File: src/logic/uart_pkg.sv
// shared constants, register layout and state types for the serial block
package uart_pkg;
  // register byte offsets on the apb bus
  localparam logic [7:0] CTRL1_OFS = 8'h00;
  localparam logic [7:0] CTRL2_OFS = 8'h04;
  localparam logic [7:0] STAT1_OFS = 8'h08;
  localparam logic [7:0] STAT2_OFS = 8'h0c;
  localparam logic [7:0] CTRL3_OFS = 8'h10;
  localparam logic [7:0] DATA_OFS  = 8'h14;
  localparam logic [7:0] BAUD_OFS  = 8'h18;

  // control_reg_1 fields
  localparam int C1_PAR_ODD = 0;
  localparam int C1_PAR_EN  = 1;
  localparam int C1_ILT     = 2;
  localparam int C1_WAKE    = 3;
  localparam int C1_NINE    = 4;
  localparam int C1_RX_SOURCE_SELECT    = 5;
  localparam int C1_LOOP    = 7;
  localparam logic [7:0] C1_WMASK = 8'hbf;

  // control_reg_2 fields
  localparam int C2_SLEEP  = 1;
  localparam int C2_RX_ON  = 2;
  localparam int C2_TX_ON  = 3;
  localparam int C2_IDL_IE = 4;
  localparam int C2_RXF_IE = 5;
  localparam int C2_TXD_IE = 6;
  localparam int C2_TXE_IE = 7;
  localparam logic [7:0] C2_WMASK = 8'hfe;

  // status_reg_2 fields
  localparam int S2_BRK_IE  = 0;
  localparam int S2_EDGE_IE = 1;
  localparam int S2_IDL_SLP = 2;
  localparam int S2_EDGE    = 6;
  localparam int S2_BRK     = 7;

  // control_reg_3 fields
  localparam int C3_PAR_IE = 0;
  localparam int C3_FRM_IE = 1;
  localparam int C3_NF_IE  = 2;
  localparam int C3_OVR_IE = 3;
  localparam int C3_DIR    = 5;
  localparam int C3_TX9    = 6;
  localparam int C3_RX9    = 7;
  localparam logic [7:0] C3_WMASK = 8'h6f;

  localparam int unsigned BAUD_W   = 13;
  localparam logic [12:0] BAUD_RST = 13'h000d;

  // frame lengths and 16x sample points
  localparam logic [3:0] DATA_BITS_8 = 4'h8;
  localparam logic [3:0] DATA_BITS_9 = 4'h9;
  localparam logic [3:0] CHAR_BITS_8 = 4'ha;
  localparam logic [3:0] CHAR_BITS_9 = 4'hb;
  localparam logic [3:0] RT_START    = 4'h6;
  localparam logic [3:0] RT_S1       = 4'h7;
  localparam logic [3:0] RT_S2       = 4'h8;
  localparam logic [3:0] RT_S3       = 4'h9;
  localparam logic [3:0] RT_LAST     = 4'hf;

  localparam logic [1:0] STOP_RUN   = 2'b00;
  localparam logic [1:0] STOP_LIGHT = 2'b01;

  typedef enum logic [3:0] {
    RX_IDLE  = 4'b0001,
    RX_START = 4'b0010,
    RX_DATA  = 4'b0100,
    RX_STOP  = 4'b1000
  } rx_state_t;

  typedef struct packed {
    logic tx_empty;
    logic tx_done;
    logic rx_full;
    logic idle;
    logic overrun;
    logic noise;
    logic frame;
    logic parity;
  } stat1_t;

  typedef struct packed {
    logic tx;
    logic rx;
    logic err;
  } irq_t;

  typedef struct packed {
    logic [10:0] sh;
    logic [3:0]  cnt;
    logic        busy;
    logic        line;
  } tx_state_t;

  localparam tx_state_t TX_RST = '{sh: 11'h000, cnt: 4'h0, busy: 1'b0,
                                   line: 1'b1};

  typedef struct packed {
    logic [7:0]  c1;
    logic [7:0]  c2;
    logic [7:0]  c3;
    logic [2:0]  en2;
    stat1_t      s1;
    logic [5:0]  seen;
    logic        edge_f;
    logic        brk_f;
    logic [7:0]  rx_data;
    logic [7:0]  tx_buf;
    logic        tx_full;
    logic [12:0] baud;
    logic [12:0] bcnt;
    logic        tick;
    logic [3:0]  txph;
    logic [2:0]  sy_in;
    logic [2:0]  sy_sw;
    logic        lv_in;
    logic        lv_sw;
    logic        edge_prev;
    logic        rx_prev;
    rx_state_t   rxs;
    logic [3:0]  rph;
    logic [3:0]  rbit;
    logic [8:0]  rsh;
    logic [1:0]  samp;
    logic        rnoise;
    logic [3:0]  icnt;
    logic [3:0]  iph;
    logic        armed;
    logic [31:0] prdata;
    logic        pready;
    logic        pslverr;
    irq_t        irq;
    logic        wake;
    logic        out_o;
    logic        out_oe;
    logic        in_release;
  } uart_state_t;

  localparam uart_state_t STATE_RST = '{
    s1: 8'hc0, baud: BAUD_RST, sy_in: 3'h7, sy_sw: 3'h7, lv_in: 1'b1,
    lv_sw: 1'b1, edge_prev: 1'b1, rx_prev: 1'b1, rxs: RX_IDLE,
    out_o: 1'b1, out_oe: 1'b1, default: '0};
endpackage

File: src/logic/tx_shifter.sv
// transmit shift register producing start, data and stop bits lsb first
`timescale 1ns/1ps
module tx_shifter (
  input  wire logic       pclk,
  input  wire logic       presetn,
  input  wire logic       flush,
  input  wire logic       bit_tick,
  input  wire logic       load,
  input  wire logic [8:0] load_data,
  input  wire logic       nine,
  output logic            busy,
  output logic            line
);
  uart_pkg::tx_state_t q;
  uart_pkg::tx_state_t d;

  always_comb begin
    d = q;
    if (load && !q.busy) begin
      // frame: start 0, data lsb first, stop 1
      d.sh   = nine ? {1'b1, load_data, 1'b0}
                    : {2'b11, load_data[7:0], 1'b0};
      d.cnt  = nine ? uart_pkg::CHAR_BITS_9 : uart_pkg::CHAR_BITS_8;
      d.busy = 1'b1;
    end else if (bit_tick && q.busy) begin
      if (q.cnt != 4'h0) begin
        d.line = q.sh[0];
        d.sh   = {1'b1, q.sh[10:1]};
        d.cnt  = q.cnt - 4'h1;
      end else begin
        // stop bit has had its full time; line rests high
        d.busy = 1'b0;
        d.line = 1'b1;
      end
    end
    if (flush) begin
      d = uart_pkg::TX_RST;
    end
  end

  always_ff @(posedge pclk or negedge presetn) begin
    if (!presetn) begin
      q <= uart_pkg::TX_RST;
    end else begin
      q <= d;
    end
  end

  assign busy = q.busy;
  assign line = q.line;
endmodule

File: src/logic/uart_core.sv
// serial interface core: apb registers, receiver, flags, wake and loop modes
// Behaviour
// - while sleeping no receiver flag sets, except idle when idle-in-sleep enabled
// - idle-line wake clears sleep after 10 or 11 idle bit times
// - sleeping without idle-in-sleep, the waking idle does not set idle flag
// - with idle-in-sleep enabled an armed idle detection sets idle while sleeping; interrupts while enabled
// - idle counting starts after start bit, or after stop bit when selected
// - address-mark wake clears sleep when received msb is one
// - three interrupt requests from ten individually masked sources
// - tx empty shows buffer room and requests transmit interrupt while enabled
// - tx done only when all sent and line idle; interrupts while enabled
// - rx full clears by status read while set, then data read
// - idle clears the same way and waits for a new character to rearm
// - noise, framing and parity flags set with rx full, never on overrun
// - character arriving while rx full sets overrun and is discarded
// - with receiver on an active edge sets edge flag; write one clears it
// - nine-bit select gives nine-bit characters via the ninth-bit fields
// - tx ninth bit is copied into the shifter with the data
// - stop modes halt the block; deep ones lose state, light keeps it
// - edge detector works in light stop and wakes when enabled
// - loop mode feeds transmitter output to receiver and frees input pin
// - single-wire mode takes receiver input from transmitter and output pin
// - in single-wire mode direction zero makes output pin an input; one lets transmitter drive
// - in single-wire mode with direction one the receiver hears its own transmitter
// - frame is start zero, eight or nine data bits lsb first, stop one
//
// The APB interface to the registers and the placing of the registers were chosen for this implementation.
`timescale 1ns/1ps
module uart_core (
  input  wire logic        pclk,
  input  wire logic        presetn,
  input  wire logic        psel,
  input  wire logic        penable,
  input  wire logic        pwrite,
  input  wire logic [7:0]  paddr,
  input  wire logic [31:0] pwdata,
  output logic [31:0]      prdata,
  output logic             pready,
  output logic             pslverr,
  input  wire logic        serial_in_pin,
  input  wire logic        serial_out_pin_i,
  output logic             serial_out_pin_o,
  output logic             serial_out_pin_oe,
  output logic             serial_in_release,
  input  wire logic [1:0]  stop_mode,
  output uart_pkg::irq_t   irq,
  output logic             wake_req
);
  uart_pkg::uart_state_t q;
  uart_pkg::uart_state_t d;
  uart_pkg::uart_state_t frozen;

  logic       tx_busy;
  logic       tx_line;
  logic       tx_load;
  logic       bit_tick;
  logic       run;
  logic       rx_in;
  logic       loop;
  logic       rx_source_select;
  logic       dir;
  logic       nine;
  logic       sleep;
  logic       rx_on;
  logic       acc;
  logic       setup;
  logic [5:0] rd_clr;
  logic       clr_edge;
  logic       clr_brk;
  logic       clr_tc;
  logic       bitv;
  logic       noisy;
  logic       deliver;
  logic       frame_c;
  logic       noise_c;
  logic       par_bad;
  logic [8:0] char9;
  logic [3:0] nbits;
  logic [3:0] thr;
  logic       idle_hold;
  logic       idle_evt;

  function automatic logic mapped(input logic [7:0] a);
    case (a)
      uart_pkg::CTRL1_OFS, uart_pkg::CTRL2_OFS, uart_pkg::STAT1_OFS,
      uart_pkg::STAT2_OFS, uart_pkg::CTRL3_OFS, uart_pkg::DATA_OFS,
      uart_pkg::BAUD_OFS: mapped = 1'b1;
      default:            mapped = 1'b0;
    endcase
  endfunction

  function automatic logic [31:0] reg_read(input uart_pkg::uart_state_t s,
                                           input logic [7:0] a);
    case (a)
      uart_pkg::CTRL1_OFS: reg_read = {24'h0, s.c1};
      uart_pkg::CTRL2_OFS: reg_read = {24'h0, s.c2};
      uart_pkg::STAT1_OFS: reg_read = {24'h0, s.s1};
      uart_pkg::STAT2_OFS: reg_read = {24'h0, s.brk_f, s.edge_f, 3'h0, s.en2};
      uart_pkg::CTRL3_OFS: reg_read = {24'h0, s.c3};
      uart_pkg::DATA_OFS:  reg_read = {24'h0, s.rx_data};
      uart_pkg::BAUD_OFS:  reg_read = {19'h0, s.baud};
      default:             reg_read = 32'h0;
    endcase
  endfunction

  function automatic logic maj3(input logic a, input logic b, input logic c);
    maj3 = (a & b) | (a & c) | (b & c);
  endfunction

  always_comb begin
    d         = q;
    frozen    = q;
    run       = (stop_mode == uart_pkg::STOP_RUN);
    loop      = q.c1[uart_pkg::C1_LOOP];
    rx_source_select      = q.c1[uart_pkg::C1_RX_SOURCE_SELECT];
    dir       = q.c3[uart_pkg::C3_DIR];
    nine      = q.c1[uart_pkg::C1_NINE];
    sleep     = q.c2[uart_pkg::C2_SLEEP];
    rx_on     = q.c2[uart_pkg::C2_RX_ON];
    nbits     = nine ? uart_pkg::DATA_BITS_9 : uart_pkg::DATA_BITS_8;
    thr       = nine ? uart_pkg::CHAR_BITS_9 : uart_pkg::CHAR_BITS_8;
    setup     = psel && !penable;
    acc       = psel && penable && q.pready;
    rd_clr    = 6'h00;
    clr_edge  = 1'b0;
    clr_brk   = 1'b0;
    clr_tc    = 1'b0;
    bitv      = 1'b0;
    noisy     = 1'b0;
    deliver   = 1'b0;
    frame_c   = 1'b0;
    noise_c   = 1'b0;
    idle_evt  = 1'b0;
    idle_hold = 1'b0;
    tx_load   = 1'b0;
    bit_tick  = q.tick && (q.txph == uart_pkg::RT_LAST);
    char9     = nine ? q.rsh : {1'b0, q.rsh[7:0]};
    par_bad   = q.c1[uart_pkg::C1_PAR_EN] &&
                ((^char9) != q.c1[uart_pkg::C1_PAR_ODD]);

    // pin inputs: three stages, level moves when stages two and three agree
    d.sy_in = {q.sy_in[1:0], serial_in_pin};
    d.sy_sw = {q.sy_sw[1:0], serial_out_pin_i};
    if (q.sy_in[1] == q.sy_in[2]) begin
      d.lv_in = q.sy_in[2];
    end
    if (q.sy_sw[1] == q.sy_sw[2]) begin
      d.lv_sw = q.sy_sw[2];
    end

    // receiver source and pin ownership
    if (!loop) begin
      rx_in = q.lv_in;
    end else if (!rx_source_select) begin
      rx_in = tx_line;
    end else begin
      rx_in = dir ? tx_line : q.lv_sw;
    end
    d.in_release = loop;
    d.out_oe     = !(loop && rx_source_select && !dir);
    d.out_o      = tx_line;

    // 16x sample tick from the divisor
    if (q.bcnt == 13'h0000) begin
      d.bcnt = q.baud - 13'h0001;
      d.tick = 1'b1;
    end else begin
      d.bcnt = q.bcnt - 13'h0001;
      d.tick = 1'b0;
    end
    if (q.tick) begin
      d.txph = q.txph + 4'h1;
    end

    // apb: answer is registered, so outside stop modes every transfer has one wait-free access
    d.pready  = setup;
    d.pslverr = setup && !mapped(paddr);
    if (setup) begin
      d.prdata = reg_read(q, paddr);
    end
    if (acc && pwrite) begin
      case (paddr)
        uart_pkg::CTRL1_OFS: d.c1 = pwdata[7:0] & uart_pkg::C1_WMASK;
        uart_pkg::CTRL2_OFS: d.c2 = pwdata[7:0] & uart_pkg::C2_WMASK;
        uart_pkg::CTRL3_OFS: d.c3 = (pwdata[7:0] & uart_pkg::C3_WMASK) |
                                    (q.c3 & ~uart_pkg::C3_WMASK);
        uart_pkg::STAT2_OFS: begin
          d.en2    = pwdata[2:0];
          clr_edge = pwdata[uart_pkg::S2_EDGE];
          clr_brk  = pwdata[uart_pkg::S2_BRK];
        end
        uart_pkg::DATA_OFS: begin
          // a write while the buffer is full is dropped
          if (!q.tx_full) begin
            d.tx_buf  = pwdata[7:0];
            d.tx_full = 1'b1;
            clr_tc    = 1'b1;
          end
        end
        uart_pkg::BAUD_OFS: d.baud = pwdata[12:0];
        default: ;
      endcase
    end
    if (acc && !pwrite) begin
      case (paddr)
        uart_pkg::STAT1_OFS: d.seen = q.s1[5:0];
        uart_pkg::DATA_OFS: begin
          rd_clr = q.seen;
          d.seen = 6'h00;
        end
        default: ;
      endcase
    end

    // clears first, so a hardware set later in this pass wins
    d.s1 = uart_pkg::stat1_t'(q.s1 & ~{2'b00, rd_clr});
    if (clr_edge) begin
      d.edge_f = 1'b0;
    end
    if (clr_brk) begin
      d.brk_f = 1'b0;
    end

    // transmitter: ninth bit travels with the buffer into the shifter
    tx_load = q.tx_full && !tx_busy && q.c2[uart_pkg::C2_TX_ON] && run;
    if (tx_load) begin
      d.tx_full = 1'b0;
    end
    d.s1.tx_empty = !d.tx_full;
    if (clr_tc) begin
      d.s1.tx_done = 1'b0;
    end
    if (!tx_busy && !d.tx_full && !tx_load) begin
      d.s1.tx_done = 1'b1;
    end

    // active edge on the receive input
    d.edge_prev = rx_in;
    if (q.edge_prev && !rx_in && rx_on && !sleep) begin
      d.edge_f = 1'b1;
    end

    // receive state machine, one step per 16x tick
    if (!rx_on) begin
      d.rxs  = uart_pkg::RX_IDLE;
      d.icnt = 4'h0;
      d.iph  = 4'h0;
    end else if (q.tick) begin
      d.rx_prev = rx_in;
      d.rph     = q.rph + 4'h1;
      if (q.rph == uart_pkg::RT_S1) begin
        d.samp[0] = rx_in;
      end
      if (q.rph == uart_pkg::RT_S2) begin
        d.samp[1] = rx_in;
      end
      bitv  = maj3(q.samp[0], q.samp[1], rx_in);
      noisy = !((q.samp[0] == q.samp[1]) && (q.samp[1] == rx_in));
      case (q.rxs)
        uart_pkg::RX_IDLE: begin
          d.rph = 4'h0;
          if (q.rx_prev && !rx_in) begin
            d.rxs = uart_pkg::RX_START;
          end
        end
        uart_pkg::RX_START: begin
          if (q.rph == uart_pkg::RT_START && rx_in) begin
            d.rxs = uart_pkg::RX_IDLE;           // glitch, not a start bit
          end else if (q.rph == uart_pkg::RT_LAST) begin
            d.rxs    = uart_pkg::RX_DATA;
            d.rbit   = 4'h0;
            d.rsh    = 9'h000;
            d.rnoise = 1'b0;
          end
        end
        uart_pkg::RX_DATA: begin
          if (q.rph == uart_pkg::RT_S3) begin
            d.rsh[q.rbit] = bitv;
            d.rbit        = q.rbit + 4'h1;
            d.rnoise      = q.rnoise | noisy;
            if (q.rbit == nbits - 4'h1 && bitv && sleep &&
                q.c1[uart_pkg::C1_WAKE]) begin
              d.c2[uart_pkg::C2_SLEEP] = 1'b0;
            end
          end
          if (q.rph == uart_pkg::RT_LAST && q.rbit == nbits) begin
            d.rxs = uart_pkg::RX_STOP;
          end
        end
        uart_pkg::RX_STOP: begin
          if (q.rph == uart_pkg::RT_S3) begin
            deliver = 1'b1;
            frame_c = !bitv;
            noise_c = q.rnoise | noisy;
            d.rxs   = uart_pkg::RX_IDLE;
          end
        end
        default: d.rxs = uart_pkg::RX_IDLE;
      endcase

      // idle-line counter in whole bit times
      if (q.c1[uart_pkg::C1_ILT]) begin
        idle_hold = (q.rxs != uart_pkg::RX_IDLE);
      end else begin
        idle_hold = (q.rxs == uart_pkg::RX_START);
      end
      if (!rx_in || idle_hold) begin
        d.icnt = 4'h0;
        d.iph  = 4'h0;
      end else begin
        d.iph = q.iph + 4'h1;
        if (q.iph == uart_pkg::RT_LAST && q.icnt != thr) begin
          d.icnt   = q.icnt + 4'h1;
          idle_evt = (q.icnt + 4'h1 == thr);
        end
      end
    end

    // character hand-over from the shifter to the buffer
    if (deliver && !sleep) begin
      if (d.s1.rx_full) begin
        d.s1.overrun = 1'b1;
      end else begin
        d.s1.rx_full = 1'b1;
        d.rx_data    = char9[7:0];
        d.c3[uart_pkg::C3_RX9] = char9[8];
        d.s1.noise   = d.s1.noise | noise_c;
        d.s1.frame   = d.s1.frame | frame_c;
        d.s1.parity  = d.s1.parity | par_bad;
        d.armed      = 1'b1;
      end
      if (frame_c && char9 == 9'h000) begin
        d.brk_f = 1'b1;
      end
    end

    if (idle_evt) begin
      if (sleep && !q.c1[uart_pkg::C1_WAKE]) begin
        d.c2[uart_pkg::C2_SLEEP] = 1'b0;
      end
      if (q.armed && (!sleep || q.en2[uart_pkg::S2_IDL_SLP])) begin
        d.s1.idle = 1'b1;
        d.armed   = 1'b0;
      end
    end

    // three grouped requests, one mask per source
    d.irq.tx  = (d.s1.tx_empty & q.c2[uart_pkg::C2_TXE_IE]) |
                (d.s1.tx_done & q.c2[uart_pkg::C2_TXD_IE]);
    d.irq.rx  = (d.s1.rx_full & q.c2[uart_pkg::C2_RXF_IE]) |
                (d.s1.idle & q.c2[uart_pkg::C2_IDL_IE]) |
                (d.edge_f & q.en2[uart_pkg::S2_EDGE_IE]) |
                (d.brk_f & q.en2[uart_pkg::S2_BRK_IE]);
    d.irq.err = (d.s1.overrun & q.c3[uart_pkg::C3_OVR_IE]) |
                (d.s1.noise & q.c3[uart_pkg::C3_NF_IE]) |
                (d.s1.frame & q.c3[uart_pkg::C3_FRM_IE]) |
                (d.s1.parity & q.c3[uart_pkg::C3_PAR_IE]);
    d.wake = (stop_mode == uart_pkg::STOP_LIGHT) && d.edge_f &&
             q.en2[uart_pkg::S2_EDGE_IE];

    // stop modes: light keeps all but the edge path, deep loses everything
    if (stop_mode[1]) begin
      d = uart_pkg::STATE_RST;
    end else if (stop_mode == uart_pkg::STOP_LIGHT) begin
      frozen.sy_in     = d.sy_in;
      frozen.sy_sw     = d.sy_sw;
      frozen.lv_in     = d.lv_in;
      frozen.lv_sw     = d.lv_sw;
      frozen.edge_prev = d.edge_prev;
      frozen.edge_f    = d.edge_f;
      frozen.irq.rx    = d.irq.rx;
      frozen.wake      = d.wake;
      d = frozen;
    end
  end

  always_ff @(posedge pclk or negedge presetn) begin
    if (!presetn) begin
      q <= uart_pkg::STATE_RST;
    end else begin
      q <= d;
    end
  end

  tx_shifter u_tx (
    .pclk      (pclk),
    .presetn   (presetn),
    .flush     (stop_mode[1]),
    .bit_tick  (bit_tick && run),
    .load      (tx_load),
    .load_data ({q.c3[uart_pkg::C3_TX9], q.tx_buf}),
    .nine      (nine),
    .busy      (tx_busy),
    .line      (tx_line)
  );

  assign prdata            = q.prdata;
  assign pready            = q.pready;
  assign pslverr           = q.pslverr;
  assign serial_out_pin_o  = q.out_o;
  assign serial_out_pin_oe = q.out_oe;
  assign serial_in_release = q.in_release;
  assign irq               = q.irq;
  assign wake_req          = q.wake;
endmodule

File: config.mk
export PLATFORM = sky130hd
export DESIGN_NAME = uart_core
export DESIGN_NICKNAME = d
export VERILOG_FILES = /design/src/logic/uart_pkg.sv /design/src/logic/tx_shifter.sv /design/src/logic/uart_core.sv
export SDC_FILE = /design/constraint.sdc
export NUM_CORES = 1
export LEC_CHECK = 0
export BUFFER_PORTS_ARGS = -buffer_cell sky130_fd_sc_hd__buf_2
export CAP_MARGIN = 10
export CORE_ASPECT_RATIO = 0.5
export CORE_MARGIN = 5
export CORE_UTILIZATION = 45
export CTS_CLUSTER_SIZE = 8
export DETAILED_ROUTE_END_ITERATION = 16
export GPL_TIMING_DRIVEN = 0
export MAX_ROUTING_LAYER = met4
export PLACE_DENSITY_LB_ADDON = 0.05
export REMOVE_ABC_BUFFERS = 1
export SYNTH_ARGS = -nofsm -noshare
export SYNTH_HDL_FRONTEND = slang
export SYNTH_SLANG_ARGS = --single-unit
File: constraint.sdc
create_clock -name pclk -period 2.3 [get_ports pclk]
set_input_delay 0.115 -clock pclk [delete_from_list [all_inputs] [get_ports pclk]]
set_output_delay 0.115 -clock pclk [all_outputs]
set_load 0.005 [all_outputs]
# == Word-level counts from Yosys, hierarchy flattened ==
# Cells that the tools add are included.
# word_totals
regBits,192
latch_bits,0
ramBits,0
rom_bits,0
in_bits,49
out_inout_bits,41
memories,0
# op_classes
addsub,9
mul,0
n_div,0
order_cmp,2
n_eq_ne,42
n_shift,0
muxes,117
bitwise_logic,29
n_reduce_logical,97
# ops
operator,n
175-bit two-way mux,2
13-bit one-hot mux with 7 select lines,1
1-bit two-way mux,68
13-bit two-way mux,4
8-bit two-way mux,6
4-bit two-way mux,10
1-bit logical AND,36
9-bit two-way mux,4
17-bit two-way mux,2
33-bit two-way mux,1
32-bit two-way mux,1
2-bit nonzero test,15
27-bit two-way mux,1
3-bit AND reduction,9
13-bit one-hot mux with 2 select lines,1
"13-bit by 1-bit subtractor with 13-bit output, second input constant",2
"4-bit equality test, second input constant",6
"8-bit by 5-bit equality test with 1-bit output, second input constant",3
22-bit two-way mux,1
"4-bit by 1-bit adder with 4-bit output, second input constant",5
20-bit two-way mux,1
6-bit two-way mux,3
"8-bit by 4-bit equality test with 1-bit output, second input constant",2
16-bit two-way mux,1
other kinds (47),111

# == Depth between registers and ports, before layout ==
# logic_depth
depth_word,20
mapped_depth,10
ltp_nobuf,8

# == By module ==
# A second synthesis with hierarchy kept.
# hier_totals
cells_unflattened,1045
hier_area_um2,9552.9
# by_module_without_submodules
mod,n_inst,cells_each,area_each_um2,seq_area_each_um2
uart_core,1,947,8501.9,3851.2
tx_shifter,1,98,1051.0,426.7

# == Worst setup path before layout ==
# Ideal clock, no wire load.
# synth_timing
path_type,reg2reg
start,"reg q, in the netlist frozen[90]"
end,"reg q, in the netlist frozen[99]"
setup_time_ns,0.069
arrival_time_ns,2.415
path_slack_ns,-0.184
path_stages_with_launch,10
path_buffers,2
synth_period_minus_slack_ns,2.484
path_cell_list,dfrtp_1 -> nor4_2 -> and4_1 -> buf_2 -> buf_2 -> a21oi_1 -> ha_1 -> and4_1 -> a2111oi_0 -> nand3b_1
# synth_via
elab_chain_len,4
word_cells_on_any_way,5
classes_between,1 x add/sub; 3 x mux; 1 x reduce/logical
# synth_rtl
element,line_no,text
from (decl),uart_core.sv:49,uart_pkg::uart_state_t q;
from (signal assigned),uart_core.sv:379,q <= uart_pkg::STATE_RST;
13-bit by 1-bit subtractor with 13-bit output / 13-bit zero test (equally long branches),"uart_core.sv:168, uart_core.sv:164",
14-bit two-way mux (*),uart_core.sv:164,if (q.bcnt == 13'h0000) begin
175-bit two-way mux (*),uart_core.sv:364,end else if (stop_mode == uart_pkg::STOP_LIGHT) begin
175-bit two-way mux (*),uart_core.sv:362,if (stop_mode[1]) begin
# Mark *: on every way between the ends. The rest lies on a longest branch, timed or not. The select of a mux whose other input is x is not followed.
# A chain may end at the register's enable or synchronous reset.

==> impl_metrics.env <==
export IMPL_cts_buffers=17
export IMPL_r2r_start="frozen[172]$_DFFE_PN0P_"
export IMPL_synthesis_area_um2=9590
export IMPL_vdd_drop_max_mv=0.423
export IMPL_failed_checks="negative setup slack"
export IMPL_status="finished, violations left"
export IMPL_async_flop_share=1.00
export IMPL_ctsLongestPathBuffers=2
export IMPL_crit_arrival_ps=2670
export IMPL_yosys_top_cells_count="dfrtp_1 (151), nor2_1 (121), nand2_1 (92)"
export IMPL_rr_worst_depth=8
export IMPL_multi_input_area_um2=4960
export IMPL_setup_slack_ps=-45.4
export IMPL_drtIter0Drc=724
export IMPL_grt_pass1_vias=7792
export IMPL_regArea_um2=4300
export IMPL_tightest_slew_ps=1060
export IMPL_synth_ff_latch_count=170
export IMPL_clock_sinks=170
export IMPL_maxSlewViolCount=0
export IMPL_grt_pass1_wl_um=44000
export IMPL_drv_cap=0
export IMPL_synth_avg_cell_area_um2=9.37
export IMPL_grt_start_max_net_pins=103
export IMPL_netlist_instances=1023
export IMPL_core_um2=20700
export IMPL_cts_tree="yes"
export IMPL_cp_data_required_time_ps=2630
export IMPL_synth_area_top_cells="dfrtp_1 (39%), mux2i_1 (5.4%), dfstp_2 (5.2%)"
export IMPL_fill_cells=1914
export IMPL_synth_top_area_share=0.394
export IMPL_slew_limit_headroom=0.294
export IMPL_grt_use_total=0.235
export IMPL_start_util=0.462
export IMPL_fmax_mhz=426
export IMPL_finalHoldViolCount=0
export IMPL_yosysSeqAreaShare=0.446
export IMPL_hold_depth=4
export IMPL_h_tree_depth=4
export IMPL_worstPathMaxFanout=3
export IMPL_ys_types=85
export IMPL_die_y_um=113
export IMPL_dpl_cell_area_um2=9860
export IMPL_viasPerCell=5.97
export IMPL_drtAntennaViolNets=0
export IMPL_syn2layout_area_growth_pct=15.6
export IMPL_dpl_hpwl_um=18800
export IMPL_hold_class="input port to flip-flop"
export IMPL_die_w_um=216
export IMPL_design_area_um2=11100
export IMPL_hold_ws_ps=86.6
export IMPL_power_density_nw_per_um2=707
export IMPL_final_layout_size_suffix_gt1_frac=0.191
export IMPL_post_route_min_period_ps=2350
export IMPL_synth_warnings=0
export IMPL_crit_path_end_kind="flip-flop"
export IMPL_final_net_count=1143
export IMPL_yosysTopAreaCell="dfrtp_1"
export IMPL_fp_row_count=37
export IMPL_min_to="pready$_DFFE_PN0N_"
export IMPL_cts_root_buf="clkbuf_16"
export IMPL_rsz0062_at_grt="true"
export IMPL_min_from="penable"
export IMPL_diodes=0
export IMPL_synthMostInstantiatedCell="dfrtp_1"
export IMPL_leakagePower_nw=4.74
export IMPL_drt_first_pass_iters=5
export IMPL_place_ws_ps=-1150
export IMPL_setup_viol=2
export IMPL_rr_endpoint="irq[1]$_DFF_PN0_"
export IMPL_io_pins=90
export IMPL_synth_edff_count=0
export IMPL_clkTransAtPathRegs_ps=60
export IMPL_portBuffers=51
export IMPL_vias=8113
export IMPL_final_util=0.534
export IMPL_fp_dieArea_um2=24500
export IMPL_synth_main_ff_cell="dfrtp_1"
export IMPL_layout_worst_path_cycle_share=1.02
export IMPL_avgRoutedWirePerCell_um=20.3
export IMPL_drc=0
export IMPL_antenna_found_initial=0
export IMPL_r2r_slack_ps=-50
export IMPL_skew_ps=11.7
export IMPL_grt_ovfl_total=0
export IMPL_clk_insertion_delay_late_ps=450
export IMPL_postRouteWirelength_um=27700
export IMPL_place_gp_congestion=0.929
export IMPL_startpoint_type="flip-flop"
export IMPL_crit_type="flip-flop to flip-flop"
[cell usage in the layout, fill, tap and decap left out, drive strengths merged, types with 8 or more instances in the layout]
cell and instances:
inv 41, mux2i 52, conb 19, o21ai 46
a22oi 18, and3 10, dfrtp 151, or2 9
a21o 10, a21oi 47, a41oi 8, a211oi 18
nor4 15, buf 83, nor3 29, nor2 124
nor2b 12, a31oi 22, clkbuf 26, xnor2 8
o211ai 8, nand2 92, ha 20, dfstp 19
dlygate4sd3 16, and2 10, a22o 14, nand4 13
nand3 19
[worst max-delay path by stage]
stage / endpoint / from / slack (ps) / cells after the start
finish: irq[1]$_DFF_PN0_ / frozen[172]$_DFFE_PN0P_ / -50 / 8
floorplan: u_tx.q[5]$_DFFE_PN0P_ / u_tx.q[2]$_DFFE_PN0P_ / -1000 / 7
global route: irq[1]$_DFF_PN0_ / frozen[46]$_DFFE_PN0P_ / -120 / 6
detailed placement: frozen[136]$_DFFE_PN0P_ / stop_mode[0] / -1150 / 4
global placement: u_tx.q[15]$_DFFE_PN0P_ / stop_mode[1] / -3340 / 5
CTS: irq[1]$_DFF_PN0_ / frozen[46]$_DFFE_PN0P_ / -110 / 6
[cell families after synthesis]
family          count (synthesis)  share of synthesized area
compound gates                251                      0.181
xor+xnor                       15                     0.0137
fa+ha+maj                      20                     0.0261
buf+inv                       127                     0.0687
flops                         170                      0.446
mux                            54                     0.0566
other cells                     1                   0.000391
simple gates                  385                      0.207
[registers in the layout (all words and copies together), names as in the netlist]
signal and cells:
u_tx.busy 1, wake_req 1, frozen 120, u_tx.line 1
serial_out_pin_o 1, u_tx.q 15, dir 1, serial_out_pin_oe 1
pready 1, prdata 13, pslverr 1, serial_in_release 1
irq 3, q 10
[through the flow]
| step | instances | power [mW] | TNS [ps] |
|---|---|---|---|
| floorplan | 955 | 4.12 | -14550 |
| detailed placement | 1283 | 4.58 | -59350 |
| finish | 1360 | 7.84 | -52.1 |
| global placement | 1279 | 4.54 | -448080 |
| global route | 1360 | 8.22 | -356 |
| CTS | 1344 | 7.71 | -117 |
[where the power goes]
group / switching (mW) / leakage (nW) / internal [mW]
combinational: 0.927 / 2.19 / 0.705
sequential: 0.177 / 2.27 / 3.10
clock: 1.21 / 0.281 / 1.72
[routing by layer]
metal	share of wire	track usage	routed length (um)	up-vias
li1	-	-	-	3780
met1	0.48	0.328	13200	4059
met2	0.45	0.344	12400	235
met3	0.053	0.0495	1470	39
met4	0.019	0.0796	527	0
met5	0	-	0	-
[critical path: stages (launching register included)]
cell	delay [ps]
dfrtp_1	420
nor4bb_4	380
a211o_2	200
inv_4	60
ha_4	150
or4b_4	500
o31ai_4	260
nand3_2	140
o311ai_4	130
[repair_timing]
item / 4_1_cts / 5_1_grt
hold endpoints to repair: 82 / 0
cloned: 1 / 0
setup buffers: 12 / 16
hold buffers: 16 / 0
setup endpoints to repair: 100 / 76
pin swaps: 8 / 12
gates resized for setup: 31 / 34
[final cells by class]
cell class                 count  area share
tap                          273      0.0308
clock inverter                 6     0.00802
sequential                   170       0.388
multi-input combinational    745       0.448
timing repair buffer          99      0.0661
inverter                      41      0.0143
clock buffer                  26      0.0451
Power figures use the tool's default switching activity.
